<file path="src/rtl/iss_pkg.sv">
// iss_pkg: constants for the i2c slave status and async detect block
// assumes: 16-bit register port, clk_sys at 200 MHz
// Functional notes
// - with filter_on, noise-filter data and clock pins before use
// - async detect own-address match raises bus event, answers NAK
// - async detect on takes bus inputs unfiltered
// - async detect on blocks all data transfer
// - comm_active low: own address gets no answer, seen as NAK
// - summary bit D7 is set while any of six flags is set
// - stretch off: transmit start with no written data sets D5
// - stretch off: received byte overwriting unread data sets D5
// - D0 and D2 to D5 stay set until software writes 1 to clear
// - release pin low over five cycles sets flag, frees the bus
// - bus_release_on low: pin pulses ignored, flag not set
// - sent bits compared with sensed line; difference sets D3
// - async detect mode: own NAK against other ACK sets no D3
// - own address seen in async detect mode sets D2
// - master acknowledge recorded in D1, 1 meaning NAK
// - after a sent byte, NAK sets D1 and ACK clears it
// - stop or repeated start while addressed sets D0, resets protocol
`default_nettype none
package iss_pkg;
  // ---------------------------------------------------------------
  // register offsets
  // ---------------------------------------------------------------
  localparam logic [15:0] REG_TX = 16'h4360;
  localparam logic [15:0] REG_RX = 16'h4362;
  localparam logic [15:0] REG_OWN = 16'h4364;
  localparam logic [15:0] REG_CTL = 16'h4366;
  localparam logic [15:0] REG_STAT = 16'h4368;
  localparam logic [15:0] REG_ACC = 16'h436A;
  localparam logic [15:0] REG_IEN = 16'h436C;
  // ---------------------------------------------------------------
  // field layouts and reset values
  // ---------------------------------------------------------------
  localparam int CTL_W = 8;
  localparam int CTL_COMM = 0;
  localparam int CTL_ASYNC = 1;
  localparam int CTL_FILT = 2;
  localparam int CTL_STR = 3;
  localparam int CTL_BFR = 4;
  localparam int CTL_NAKANS = 5;
  localparam int CTL_ON = 7;
  localparam logic [7:0] CTL_MASK = 8'hBF;
  localparam logic [7:0] CTL_RST = 8'h00;
  localparam int OWN_W = 7;
  localparam logic [6:0] OWN_RST = 7'h00;
  localparam int FLAG_W = 6;
  localparam int F_STOP = 0;
  localparam int F_NAK = 1;
  localparam int F_ASYNC = 2;
  localparam int F_DMS = 3;
  localparam int F_BFR = 4;
  localparam int F_UOV = 5;
  localparam int F_SUM = 7;
  localparam logic [5:0] FLAG_RST = 6'h00;
  localparam logic [5:0] KEEP_MASK = 6'h3D;
  localparam int IEN_BUS_EVENT_SUMMARY = 2;
  // ---------------------------------------------------------------
  // timing counts
  // ---------------------------------------------------------------
  localparam logic [2:0] REL_MIN_CYC = 3'h5;
  localparam logic [2:0] REL_SAT = 3'h6;
  localparam logic [3:0] BYTE_BITS = 4'h8;
  localparam int FILT_LEN = 3;
  localparam logic [2:0] FILT_ONES = 3'h7;
  localparam logic [2:0] FILT_ZERO = 3'h0;
endpackage
`default_nettype wire

</file>
<file path="src/rtl/iss_pin_filter.sv">
// iss_pin_filter: synchronisers and noise filter for the bus pins
// assumes: pins are asynchronous to clk_sys and idle high
`timescale 1ns/1ps
`default_nettype none
module iss_pin_filter
  import iss_pkg::*;
(
  input wire logic clk_sys,
  input wire logic rst,
  input wire logic scl_pin,
  input wire logic sda_pin,
  input wire logic rel_pin_n,
  input wire logic filter_on,
  input wire logic bypass,
  output logic scl_f,
  output logic sda_f,
  output logic rel_n_s
);
  // ---------------------------------------------------------------
  // synchronisers
  // ---------------------------------------------------------------
  logic [2:0] s1_r;
  logic [2:0] s2_r;
  logic [FILT_LEN-1:0] hist_r [2];
  logic [1:0] out_r;
  logic sda_s;

  // two flops per pin
  always_ff @(posedge clk_sys) begin
    if (rst) begin
      s1_r <= 3'h7;
      s2_r <= 3'h7;
    end else begin
      s1_r <= {rel_pin_n, sda_pin, scl_pin};
      s2_r <= s1_r;
    end
  end

  // ---------------------------------------------------------------
  // filter
  // ---------------------------------------------------------------
  // a level passes once it held for the whole history
  always_ff @(posedge clk_sys) begin
    for (int i = 0; i < 2; i++) begin
      if (rst) begin
        hist_r[i] <= FILT_ONES;
        out_r[i] <= 1'h1;
      end else begin
        hist_r[i] <= {hist_r[i][FILT_LEN-2:0], s2_r[i]};
        if (bypass || !filter_on) begin
          out_r[i] <= s2_r[i];
        end else if (hist_r[i] == FILT_ONES) begin
          out_r[i] <= 1'h1;
        end else if (hist_r[i] == FILT_ZERO) begin
          out_r[i] <= 1'h0;
        end
      end
    end
  end

  assign sda_s = s2_r[1];
  assign scl_f = out_r[0];
  assign sda_f = out_r[1];
  assign rel_n_s = s2_r[2];
endmodule
`default_nettype wire

</file>
<file path="src/rtl/iss_status_core.sv">
// iss_status_core: i2c slave protocol, event flags, async detect, bus release
// assumes: plain register port on clk_sys, bus pins and release pin async
//
// The plain strobed port was chosen for this implementation.
`timescale 1ns/1ps
`default_nettype none
module iss_status_core
  import iss_pkg::*;
(
  input wire logic clk_sys,
  input wire logic rst,
  input wire logic [15:0] reg_addr,
  input wire logic [15:0] reg_wdata,
  input wire logic reg_wr,
  input wire logic reg_rd,
  output logic [15:0] reg_rdata,
  input wire logic clock_line_pin_in,
  output logic clock_line_pin_out,
  output logic clock_line_pin_oe,
  input wire logic data_line_pin_in,
  output logic data_line_pin_out,
  output logic data_line_pin_oe,
  input wire logic bus_release_pin_n,
  output logic bus_event_irq
);
  // ---------------------------------------------------------------
  // declarations
  // ---------------------------------------------------------------
  typedef enum logic [2:0] {
    ST_IDLE, ST_ADDR, ST_AACK, ST_RX, ST_RACK, ST_TX, ST_MACK
  } iss_state_e;

  iss_state_e state_r;
  logic [CTL_W-1:0] ctl_r;
  logic [OWN_W-1:0] own_r;
  logic ien_r;
  logic [7:0] tx_byte_r;
  logic [7:0] rx_byte_r;
  logic [7:0] shift_r;
  logic [3:0] cnt_r;
  logic [2:0] rel_cnt_r;
  logic [FLAG_W-1:0] flags_r;
  logic [FLAG_W-1:0] flags_nxt;
  logic [FLAG_W-1:0] set_v;
  logic [15:0] rdata_r;
  logic tx_pending_r;
  logic tx_empty_r;
  logic rx_ready_r;
  logic selected_r;
  logic rw_r;
  logic busy_r;
  logic pres_r;
  logic drv_low_r;
  logic scl_d_r;
  logic sda_d_r;
  logic irq_r;
  logic scl_f;
  logic sda_f;
  logic rel_n_s;
  logic scl_rise;
  logic scl_fall;
  logic start_det;
  logic stop_det;
  logic async_on;
  logic rel_hit;
  logic proto_reset;
  logic live;
  logic in_xfer;
  logic abort;
  logic byte_end;
  logic addr_done;
  logic own_match;
  logic ack_me;
  logic async_hit;
  logic tx_load;
  logic rx_load;
  logic nak_smp;
  logic ev_dms;
  logic stat_wr;
  logic tx_wr;
  logic sum_w;
  logic irq_want;

  // single-cycle register port decode
  function automatic logic port_hit(input logic strobe,
                                    input logic [15:0] a,
                                    input logic [15:0] off);
    return strobe && (a == off);
  endfunction

  // ---------------------------------------------------------------
  // pin conditioning
  // ---------------------------------------------------------------
  iss_pin_filter u_filt (
    .clk_sys(clk_sys),
    .rst(rst),
    .scl_pin(clock_line_pin_in),
    .sda_pin(data_line_pin_in),
    .rel_pin_n(bus_release_pin_n),
    .filter_on(ctl_r[CTL_FILT]),
    .bypass(async_on),
    .scl_f(scl_f),
    .sda_f(sda_f),
    .rel_n_s(rel_n_s)
  );

  // previous line levels for edge and condition detection
  always_ff @(posedge clk_sys) begin
    if (rst) begin
      scl_d_r <= 1'h1;
      sda_d_r <= 1'h1;
    end else begin
      scl_d_r <= scl_f;
      sda_d_r <= sda_f;
    end
  end

  assign scl_rise = scl_f && !scl_d_r;
  assign scl_fall = !scl_f && scl_d_r;
  assign start_det = scl_f && scl_d_r && sda_d_r && !sda_f;
  assign stop_det = scl_f && scl_d_r && !sda_d_r && sda_f;
  assign async_on = ctl_r[CTL_ASYNC];

  // ---------------------------------------------------------------
  // bus release request
  // ---------------------------------------------------------------
  // counts low cycles, saturating
  always_ff @(posedge clk_sys) begin
    if (rst || rel_n_s) begin
      rel_cnt_r <= 3'h0;
    end else if (rel_cnt_r != REL_SAT) begin
      rel_cnt_r <= rel_cnt_r + 3'h1;
    end
  end

  assign rel_hit = ctl_r[CTL_BFR] && !rel_n_s &&
                   (rel_cnt_r == REL_MIN_CYC);
  assign proto_reset = rel_hit || !ctl_r[CTL_ON];
  assign live = !proto_reset;

  // ---------------------------------------------------------------
  // protocol decode
  // ---------------------------------------------------------------
  assign in_xfer = (state_r == ST_RX) || (state_r == ST_RACK) ||
                   (state_r == ST_TX) || (state_r == ST_MACK) ||
                   ((state_r == ST_AACK) && selected_r);
  assign abort = async_on && in_xfer;
  assign byte_end = scl_fall && (cnt_r == BYTE_BITS);
  assign addr_done = live && (state_r == ST_ADDR) && byte_end;
  assign own_match = (shift_r[7:1] == own_r);
  assign ack_me = own_match && ctl_r[CTL_COMM] && !async_on;
  // async match is NAKed, event raised
  assign async_hit = addr_done && own_match && async_on;
  assign tx_load = live && !async_on && scl_fall &&
                   (((state_r == ST_AACK) && selected_r && rw_r) ||
                    ((state_r == ST_MACK) && !shift_r[0]));
  assign rx_load = live && !abort && (state_r == ST_RX) && byte_end;
  assign nak_smp = live && !async_on && (state_r == ST_MACK) && scl_rise;
  // sensed line differs from driven bit
  assign ev_dms = live && !async_on && pres_r && scl_rise &&
                  (sda_f == drv_low_r);

  // ---------------------------------------------------------------
  // protocol state machine
  // ---------------------------------------------------------------
  // release and stop go idle, bus released
  always_ff @(posedge clk_sys) begin
    if (rst || proto_reset || stop_det || abort) begin
      state_r <= ST_IDLE;
      cnt_r <= 4'h0;
      selected_r <= 1'h0;
      pres_r <= 1'h0;
      drv_low_r <= 1'h0;
    end else if (start_det) begin
      state_r <= ST_ADDR;
      cnt_r <= 4'h0;
      selected_r <= 1'h0;
      pres_r <= 1'h0;
      drv_low_r <= 1'h0;
    end else begin
      case (state_r)
        ST_ADDR, ST_RX: begin
          if (scl_rise) begin
            shift_r <= {shift_r[6:0], sda_f};
            cnt_r <= cnt_r + 4'h1;
          end else if (byte_end) begin
            state_r <= (state_r == ST_ADDR) ? ST_AACK : ST_RACK;
            if (state_r == ST_ADDR) begin
              // async mode presents nothing to compare
              pres_r <= !async_on;
              drv_low_r <= ack_me;
              selected_r <= ack_me;
              rw_r <= shift_r[0];
            end else begin
              pres_r <= 1'h1;
              drv_low_r <= !ctl_r[CTL_NAKANS];
            end
          end
        end
        ST_AACK, ST_MACK: begin
          if (scl_rise && (state_r == ST_MACK)) begin
            shift_r[0] <= sda_f;
          end else if (tx_load) begin
            state_r <= ST_TX;
            shift_r <= tx_byte_r;
            cnt_r <= 4'h0;
            pres_r <= 1'h1;
            drv_low_r <= !tx_byte_r[7];
          end else if (scl_fall) begin
            state_r <= (selected_r && !rw_r) ? ST_RX : ST_IDLE;
            cnt_r <= 4'h0;
            pres_r <= 1'h0;
            drv_low_r <= 1'h0;
          end
        end
        ST_TX: begin
          if (scl_rise) begin
            cnt_r <= cnt_r + 4'h1;
          end else if (byte_end) begin
            state_r <= ST_MACK;
            pres_r <= 1'h0;
            drv_low_r <= 1'h0;
          end else if (scl_fall) begin
            shift_r <= {shift_r[6:0], 1'h0};
            drv_low_r <= !shift_r[6];
          end
        end
        ST_RACK: begin
          if (scl_fall) begin
            state_r <= ST_RX;
            cnt_r <= 4'h0;
            pres_r <= 1'h0;
            drv_low_r <= 1'h0;
          end
        end
        default: begin
          state_r <= ST_IDLE;
        end
      endcase
    end
  end

  // bus busy from start to stop
  always_ff @(posedge clk_sys) begin
    if (rst || proto_reset || stop_det) begin
      busy_r <= 1'h0;
    end else if (start_det) begin
      busy_r <= 1'h1;
    end
  end

  // ---------------------------------------------------------------
  // event flags
  // ---------------------------------------------------------------
  assign stat_wr = port_hit(reg_wr, reg_addr, REG_STAT);

  // hardware sets, software clears by writing 1; set wins
  always_comb begin
    set_v = FLAG_RST;
    // stop or repeated start while addressed
    set_v[F_STOP] = live && selected_r && (stop_det || start_det);
    set_v[F_NAK] = nak_smp && sda_f;
    set_v[F_ASYNC] = async_hit;
    set_v[F_DMS] = ev_dms;
    set_v[F_BFR] = rel_hit;
    set_v[F_UOV] = !ctl_r[CTL_STR] &&
                   ((tx_load && !tx_pending_r) ||
                    (rx_load && rx_ready_r));
    flags_nxt = flags_r;
    // ACK after a sent byte clears NAK status
    if (nak_smp && !sda_f) begin
      flags_nxt[F_NAK] = 1'h0;
    end
    if (stat_wr) begin
      flags_nxt = flags_nxt & ~reg_wdata[FLAG_W-1:0];
    end
    flags_nxt = flags_nxt | set_v;
  end

  always_ff @(posedge clk_sys) begin
    if (rst) begin
      flags_r <= FLAG_RST;
    end else begin
      flags_r <= flags_nxt;
    end
  end

  assign sum_w = |flags_r;
  // level request while summary and enable
  assign irq_want = sum_w && ien_r;

  always_ff @(posedge clk_sys) begin
    if (rst) begin
      irq_r <= 1'h0;
    end else begin
      irq_r <= irq_want;
    end
  end

  // ---------------------------------------------------------------
  // software registers
  // ---------------------------------------------------------------
  // control, own address and interrupt enable
  always_ff @(posedge clk_sys) begin
    if (rst) begin
      ctl_r <= CTL_RST;
      own_r <= OWN_RST;
      ien_r <= 1'h0;
    end else begin
      if (port_hit(reg_wr, reg_addr, REG_CTL)) begin
        ctl_r <= reg_wdata[CTL_W-1:0] & CTL_MASK;
      end
      if (port_hit(reg_wr, reg_addr, REG_OWN)) begin
        own_r <= reg_wdata[OWN_W-1:0];
      end
      if (port_hit(reg_wr, reg_addr, REG_IEN)) begin
        ien_r <= reg_wdata[IEN_BUS_EVENT_SUMMARY];
      end
    end
  end

  assign tx_wr = port_hit(reg_wr, reg_addr, REG_TX);

  // transmit and receive byte holding
  always_ff @(posedge clk_sys) begin
    if (rst) begin
      tx_byte_r <= 8'h00;
      rx_byte_r <= 8'h00;
      tx_pending_r <= 1'h0;
      tx_empty_r <= 1'h0;
      rx_ready_r <= 1'h0;
    end else begin
      if (tx_wr) begin
        tx_byte_r <= reg_wdata[7:0];
      end
      if (rx_load) begin
        rx_byte_r <= shift_r;
      end
      tx_pending_r <= tx_wr || (tx_pending_r && !tx_load);
      tx_empty_r <= tx_load || (tx_empty_r && !tx_wr);
      rx_ready_r <= rx_load ||
        (rx_ready_r && !port_hit(reg_rd, reg_addr, REG_RX));
    end
  end

  // read data in the cycle after the strobe only
  always_ff @(posedge clk_sys) begin
    if (rst || !reg_rd) begin
      rdata_r <= 16'h0000;
    end else begin
      case (reg_addr)
        REG_TX: rdata_r <= {8'h00, tx_byte_r};
        REG_RX: rdata_r <= {8'h00, rx_byte_r};
        REG_OWN: rdata_r <= {9'h000, own_r};
        REG_CTL: rdata_r <= {8'h00, ctl_r};
        REG_STAT: rdata_r <= {8'h00, sum_w, 1'h0, flags_r};
        REG_ACC: rdata_r <= {11'h000, rx_ready_r, tx_empty_r,
                             busy_r, selected_r, rw_r};
        REG_IEN: rdata_r <= {13'h0000, ien_r, 2'h0};
        default: rdata_r <= 16'h0000;
      endcase
    end
  end

  // ---------------------------------------------------------------
  // outputs
  // ---------------------------------------------------------------
  assign reg_rdata = rdata_r;
  assign bus_event_irq = irq_r;
  assign data_line_pin_out = 1'h0;
  assign data_line_pin_oe = drv_low_r;
  assign clock_line_pin_out = 1'h0;
  assign clock_line_pin_oe = 1'h0;
endmodule
`default_nettype wire

</file>
<file path="config.mk">
export PLATFORM = sky130hd
export DESIGN_NAME = iss_status_core
export DESIGN_NICKNAME = d
export VERILOG_FILES = /design/src/rtl/iss_pkg.sv /design/src/rtl/iss_pin_filter.sv /design/src/rtl/iss_status_core.sv
export SDC_FILE = /design/constraint.sdc
export NUM_CORES = 1
export LEC_CHECK = 0
export BUFFER_PORTS_ARGS = -buffer_cell sky130_fd_sc_hd__buf_2
export CAP_MARGIN = 20
export CORE_AREA = 2 2 101 103
export CTS_CLUSTER_DIAMETER = 60
export CTS_CLUSTER_SIZE = 40
export DETAILED_ROUTE_END_ITERATION = 10
export DIE_AREA = 0 0 103 105
export PLACE_DENSITY = 0.65
export SLEW_MARGIN = 15
export SYNTH_ARGS = -nofsm -noshare
export SYNTH_HDL_FRONTEND = slang
export SYNTH_SLANG_ARGS = --single-unit
export TNS_END_PERCENT = 30
</file>
<file path="constraint.sdc">
create_clock -name clk_sys -period 2 [get_ports clk_sys]
set_input_delay 0.4 -clock clk_sys [delete_from_list [all_inputs] [get_ports clk_sys]]
set_output_delay 0.4 -clock clk_sys [all_outputs]
set_load 0.02 [all_outputs]
</file>
======== After elaboration in Yosys (flattened, before gate mapping) ========
Memory sizes are Yosys's and may differ from the RTL's.
Index checks and enable logic that the tools add are counted.
W data, S select, Z words.
word-level totals
  register bits after elaboration ......... 90
  latch bits .............................. 0
  memory bits (writable) .................. 6
  ROM bits ................................ 0
  bits of input ports ..................... 39
  output and inout port bits .............. 21
  logic and storage cells ................. 247
  memories ................................ 1
memory list
  memory         words  bits a word  read ports  clocked after Yosys merged registers in  wr ports  RTL line              text
  u_filt.hist_r  2      3            2           0                                        2         iss_pin_filter.sv:24  logic [FILT_LEN-1:0] hist_r [2];
cells by class
  add/subtract/negate cells ............... 2
  multiply operators ...................... 0
  div/mod/pow operators ................... 0
  order comparisons ....................... 0
  equality and inequality tests ........... 41
  shift operators ......................... 0
  multiplexer cells ....................... 58
  bitwise logic cells ..................... 8
  reduce and logical (&&, ||, !) cells .... 109
operator list
  operator                number
  $eq A16 B15 Y1 const B  7
  $pmux W8 S7             1
  $logic_and A1 B1 Y1     50
  $mux W8                 5
  $mux W3                 11
  $ne A3 B3 Y1 const B    10
  $mux W1                 29
  $pmux W8 S3             1
  $logic_not A1 Y1        21
  $ne A2 B2 Y1 const B    10
  $eq A3 B3 Y1 const B    6
  $reduce_and A6 Y1       3
  $logic_or A1 B1 Y1      17
  $mux W4                 4
  $reduce_and A7 Y1       2
  $pmux W3 S4             1
  $pmux W4 S3             1
  $reduce_bool A3 Y1      4
  $reduce_and A9 Y1       1
  $pmux W1 S4             2
  $reduce_and A8 Y1       1
  $eq A7 B7 Y1            1
  $mux W7                 1
  $and A6 B6 Y6           1
  21 further kinds        28

======== Depth between registers and ports, before layout ========
  word-level depth ........................ 14
  depth in mapped cells ................... 9

======== Hierarchy ========
From an unflattened synthesis, not the netlist that was laid out.
unflattened totals
  cell total of the unflattened synthesis .. 494
  area total of the unflattened synthesis .. 4,339.2 um2
by module, submodules not included
  module           times used  cells an instance  area each (um2)  sequential area each (um2)
  iss_status_core  1           455                3,905.0          1,571.5
  iss_pin_filter   1           39                 434.2            280.3

======== Worst setup path after synthesis ========
OpenSTA, ideal clock, no wires.
  kind .................................... register to register
  from .................................... register rel_cnt_r[1]
  to ...................................... register shift_r[1] (enable)
  setup time .............................. 0.373 ns
  arrival time ............................ 1.770 ns
  data required time ...................... 1.627 ns
  slack ................................... -0.143 ns
  stages on the path, launching flop included .. 8
  clock period less this slack ............ 2.143 ns
  cell sequence ........................... dfxtp_1 > inv_1 > ha_1 > nand4b_1 > nand2_1 > or4_1 > buf_2 > a21oi_1
between the ends
  word-level cells in the longest chain between the ends .. 9
ends and longest elaborated chain
  item                                  RTL line                text
  start, declared                       iss_status_core.sv:41   logic [2:0] rel_cnt_r;
  start signal, assigned                iss_status_core.sv:132  rel_cnt_r <= rel_cnt_r + 3'h1;
  $eq A3 B3 Y1 *                        iss_status_core.sv:137  (rel_cnt_r == REL_MIN_CYC);
  $logic_and A1 B1 Y1 *                 iss_status_core.sv:136  assign rel_hit = ctl_r[CTL_BFR] && !rel_n_s &&
  $logic_or A1 B1 Y1 *                  iss_status_core.sv:138  assign proto_reset = rel_hit || !ctl_r[CTL_ON];
  $logic_not A1 Y1                      iss_status_core.sv:139  assign live = !proto_reset;
  $logic_and A1 B1 Y1 (3 in a row)      iss_status_core.sv:154  assign tx_load = live && !async_on && scl_fall &&
  $ne A2 B2 Y1 (no source line)         --
  $reduce_and A9 Y1 (no source line) *  --
  end signal, assigned                  iss_status_core.sv:184  shift_r <= {shift_r[6:0], sda_f};
  end signal, assigned                  iss_status_core.sv:205  shift_r <= tx_byte_r;
  end signal, assigned                  iss_status_core.sv:224  shift_r <= {shift_r[6:0], 1'h0};
  end, declared                         iss_status_core.sv:39   logic [7:0] shift_r;
Mark *: on every way between the ends. The rest lies on a longest branch, timed or not.
A chain may end at the register's enable or synchronous reset.

======== Worst setup path after layout ========
  from .................................... register cnt_r[1]
  to ...................................... register shift_r[6] (enable)
between the ends
  word-level cells in the longest chain between the ends .. 4
ends and longest elaborated chain
  item                                RTL line                text
  start, declared                     iss_status_core.sv:40   logic [3:0] cnt_r;
  start signal, assigned              iss_status_core.sv:185  cnt_r <= cnt_r + 4'h1;
  start signal, assigned              iss_status_core.sv:218  cnt_r <= cnt_r + 4'h1;
  $eq A4 B4 Y1                        iss_status_core.sv:148  assign byte_end = scl_fall && (cnt_r == BYTE_BITS);
  $logic_and A1 B1 Y1                 iss_status_core.sv:148
  $ne A2 B2 Y1 (no source line)       --
  $reduce_and A9 Y1 (no source line)  --
Every way passes these cells.

==> impl_metrics.sql <==
INSERT INTO impl_metrics (metric_group, metric, value, unit) VALUES
('worst_setup_path', 'crit_start', 'cnt_r[1]', ''),
('logic_synthesis', 'syn_avg_cell_area', '8.77', 'sq um'),
('worst_setup_path', 'cp.arrival', '2010', 'ps'),
('timing', 'postLayoutSetupSlackWorst', '68.6', 'ps'),
('global_route', 'grt_max_degree', '58', ''),
('drt', 'post_drt_via_cell_ratio', '5.46', ''),
('logic_synthesis', 'postSynthCellCount', '488', ''),
('drt', 'drt-pass1-iter-count', '5', ''),
('floorplan', 'die_height', '105', 'um'),
('logic_synthesis', 'postSynth.topFlopCell', 'sky130_fd_sc_hd__dfxtp_1', ''),
('place', 'buffer_ports.inserted', '40', ''),
('floorplan', 'die-width', '103', 'um'),
('drt', 'remaining_drc_errors', '0', ''),
('timing', 'worst-slew-pin-transition', '532', 'ps'),
('timing', 'fin_hold_ws', '218', 'ps'),
('logic_synthesis', 'share_of_synthesized_area_occupied_by_flip_flops_and_latches', '43.2', '%'),
('worst_setup_path', 'setup.reg_to_reg.worst_slack', '70', 'ps'),
('place', 'placed_area', '4820', 'sq um'),
('logic_synthesis', 'synth_commonest_cells', '79 x sky130_fd_sc_hd__dfxtp_1, 65 x sky130_fd_sc_hd__nor2_1, 44 x sky130_fd_sc_hd__nand2_1, 35 x sky130_fd_sc_hd__mux2i_1, 23 x sky130_fd_sc_hd__a21oi_1', ''),
('min_path', 'hold_path_class', 'input pin to flip-flop', ''),
('worst_setup_path', 'crit_path_max_incr_delay', '360', 'ps'),
('logic_synthesis', 'yosysTopAreaCellShare', '36.9', '%'),
('timing', 'final_min_period_over_clock_period', '96.6', '%'),
('power_and_ir_drop', 'peakVddDrop', '0.000292', 'V'),
('cts', 'clock_tree.root_cell', 'sky130_fd_sc_hd__clkbuf_8', ''),
('drt', 'routed-via-count', '3757', ''),
('cells_and_area', 'finish.net_count', '594', ''),
('logic_synthesis', 'ys_warn_count', '0', ''),
('cells_and_area', 'number_of_inserted_diodes', '0', ''),
('worst_setup_path', 'r2r_cells', '8', ''),
('place', 'post-dp-hpwl', '8.01', 'mm'),
('place', 'gp_congestion', '0.882', ''),
('logic_synthesis', 'synth-edff-count', '9', ''),
('timing', 'final_max_slew_viol_count', '0', ''),
('floorplan', 'io-pin-count', '60', ''),
('worst_setup_path', 'timing.critical_path.max_delay_family', 'compound AO/OA/AOI/OAI gates', ''),
('timing', 'fin_crit', '1930', 'ps'),
('floorplan', 'initial_utilization', '44.4', '%'),
('worst_setup_path', 'cp_slowest_cell', 'sky130_fd_sc_hd__dfxtp_2', ''),
('logic_synthesis', 'synth.cell_area', '4280', 'sq um'),
('logic_synthesis', 'yosysMostFrequentCell', 'sky130_fd_sc_hd__dfxtp_1', ''),
('cts', 'tritoncts', 'done', ''),
('cells_and_area', 'fill_cells', '932', ''),
('logic_synthesis', 'post_synth_main_area_contributors', 'sky130_fd_sc_hd__dfxtp_1 37%, sky130_fd_sc_hd__mux2i_1 8.2%, sky130_fd_sc_hd__edfxtp_1 6.3%, sky130_fd_sc_hd__nor2_1 5.7%, sky130_fd_sc_hd__nand2_1 3.9%', ''),
('logic_synthesis', 'count_of_different_cell_masters_after_synthesis', '61', ''),
('worst_setup_path', 'endpoint_kind', 'flip-flop', ''),
('power_and_ir_drop', 'p_leak', '2.02', 'nW'),
('power_and_ir_drop', 'power_density', '611', 'nW/um^2'),
('timing', 'grt_setup_unrepaired', 'true', ''),
('cells_and_area', 'final_layout_size_suffix_gt1_share', '24.5', '%'),
('worst_setup_path', 'crit_required', '2080', 'ps'),
('timing', 'worst_case_headroom_to_the_max_slew_limit', '64.5', '%'),
('global_route', 'grt.total_usage', '21.1', '%'),
('cts', 'clk_latency', '360', 'ps'),
('cts', 'number_of_buffers_added_by_the_clock_tree_synthesis_step', '9', ''),
('floorplan', 'design.core.area', '9640', 'sq um'),
('timing', 'fin_worst_skew', '15.4', 'ps'),
('run_status', 'run_status', 'finished clean', ''),
('worst_setup_path', 'critPathCapture', 'shift_r[6]', ''),
('worst_setup_path', 'timing.critical_path.fanout_max', '7', ''),
('cts', 'cts.sinks', '88', ''),
('power_and_ir_drop', 'power', '0.00308', 'W'),
('min_path', 'hp-start', 'data_line_pin_in', ''),
('timing', 'max_freq', '518', 'MHz'),
('worst_setup_path', 'start_kind', 'flip-flop', ''),
('timing', 'fin_setup_tns', '0', 'ps'),
('place', 'pre_cts_ws', '-65.7', 'ps'),
('logic_synthesis', 'asyncSetResetFlopFracSynth', '0', '%'),
('worst_setup_path', 'crit_buf_inv', '2', ''),
('drt', 'final_antenna_net_count', '0', ''),
('cells_and_area', 'post_route_cell_area', '5040', 'sq um');
## through the flow
| stage | std cells | utilization (%) |
|---|---|---|
| floorplan | 498 | - |
| CTS | 687 | 52.0 |
| detailed placement | 671 | 50.0 |
| global placement | 671 | 50.0 |
| finish | 688 | 52.2 |
| global route | 688 | 52.2 |
## final cells by class
| cell class | count | area [sq um] | area share, % |
|---|---|---|---|
| multi-input combinational | 356 | 2240 | 44.5 |
| sequential | 88 | 1850 | 36.8 |
| timing repair buffer | 83 | 552 | 11.0 |
| tap | 133 | 166 | 3.30 |
| clock buffer | 9 | 124 | 2.46 |
| clock inverter | 7 | 55.1 | 1.09 |
| inverter | 12 | 45.0 | 0.894 |
## worst min-delay path by stage
stage	end	slack (ps)	cells past startpoint
detailed placement	u_filt.s2_r[0]	400	1
floorplan	u_filt.s2_r[0]	390	1
global placement	u_filt.s2_r[2]	390	1
global route	u_filt.s1_r[1]	210	2
finish	u_filt.s1_r[1]	220	2
CTS	u_filt.s1_r[1]	200	2
## routing by layer
layer  up-vias  track usage, %  part of all wire (%)
met5         -               0                     0
met4         0            7.80                   2.8
met3        32            3.55                   6.0
met2       144            33.9                    47
met1      1761            28.1                    44
li1       1820               -                     -
## layout by cell type, fill, tap and decap left out, types with 5 or more instances in the layout
master                     instances
sky130_fd_sc_hd__dfxtp_1          77
sky130_fd_sc_hd__nor2_1           65
sky130_fd_sc_hd__nand2_1          43
sky130_fd_sc_hd__buf_2            40
sky130_fd_sc_hd__buf_4            40
sky130_fd_sc_hd__mux2i_1          35
sky130_fd_sc_hd__a21oi_1          22
sky130_fd_sc_hd__o21ai_0          17
sky130_fd_sc_hd__or2_2            15
sky130_fd_sc_hd__nand3_1          14
sky130_fd_sc_hd__inv_1            12
sky130_fd_sc_hd__conb_1           11
sky130_fd_sc_hd__nor3_1           10
sky130_fd_sc_hd__a22oi_1          10
sky130_fd_sc_hd__xnor2_1           9
sky130_fd_sc_hd__clkbuf_8          9
sky130_fd_sc_hd__edfxtp_1          9
sky130_fd_sc_hd__nand2b_1          7
sky130_fd_sc_hd__nor2b_1           6
sky130_fd_sc_hd__mux2_2            6
sky130_fd_sc_hd__nand4b_1          5
sky130_fd_sc_hd__a31oi_1           5
sky130_fd_sc_hd__ha_1              5
## report_power, final
part / internal [W] / total [W] / switching [W]
registers: 0.00179 / 0.00179 / 0.00000524
clock network: 0.000460 / 0.00113 / 0.000665
logic: 0.0000583 / 0.000162 / 0.000103
## kinds of logic after synthesis
kind of cell    after synthesis  synth area share (%)
fa+ha+maj                     5                  1.46
flops                        88                  43.2
compound gates               88                  13.9
xor+xnor                     10                  2.05
other cells                   1                0.0876
mux                          41                  9.76
buf+inv                      54                  5.96
simple gates                201                  23.6
## what timing repair did
item / 4_1_cts / 5_1_grt
setup buffers: 0 / 1
setup endpoints to repair: 8 / 16
gates resized for setup: 2 / 7
pin swaps: 0 / 2
hold buffers: 0 / 0
## sequential cells by signal, summed over array words and instances (netlist names), 6 cells and up
signal and count:
ctl_r 7, flags_r 6, own_r 7, reg_rdata 8, rx_byte_r 8, shift_r 8
tx_byte_r 8, u_filt.hist_r 6
(Power assumes the default switching activity.)
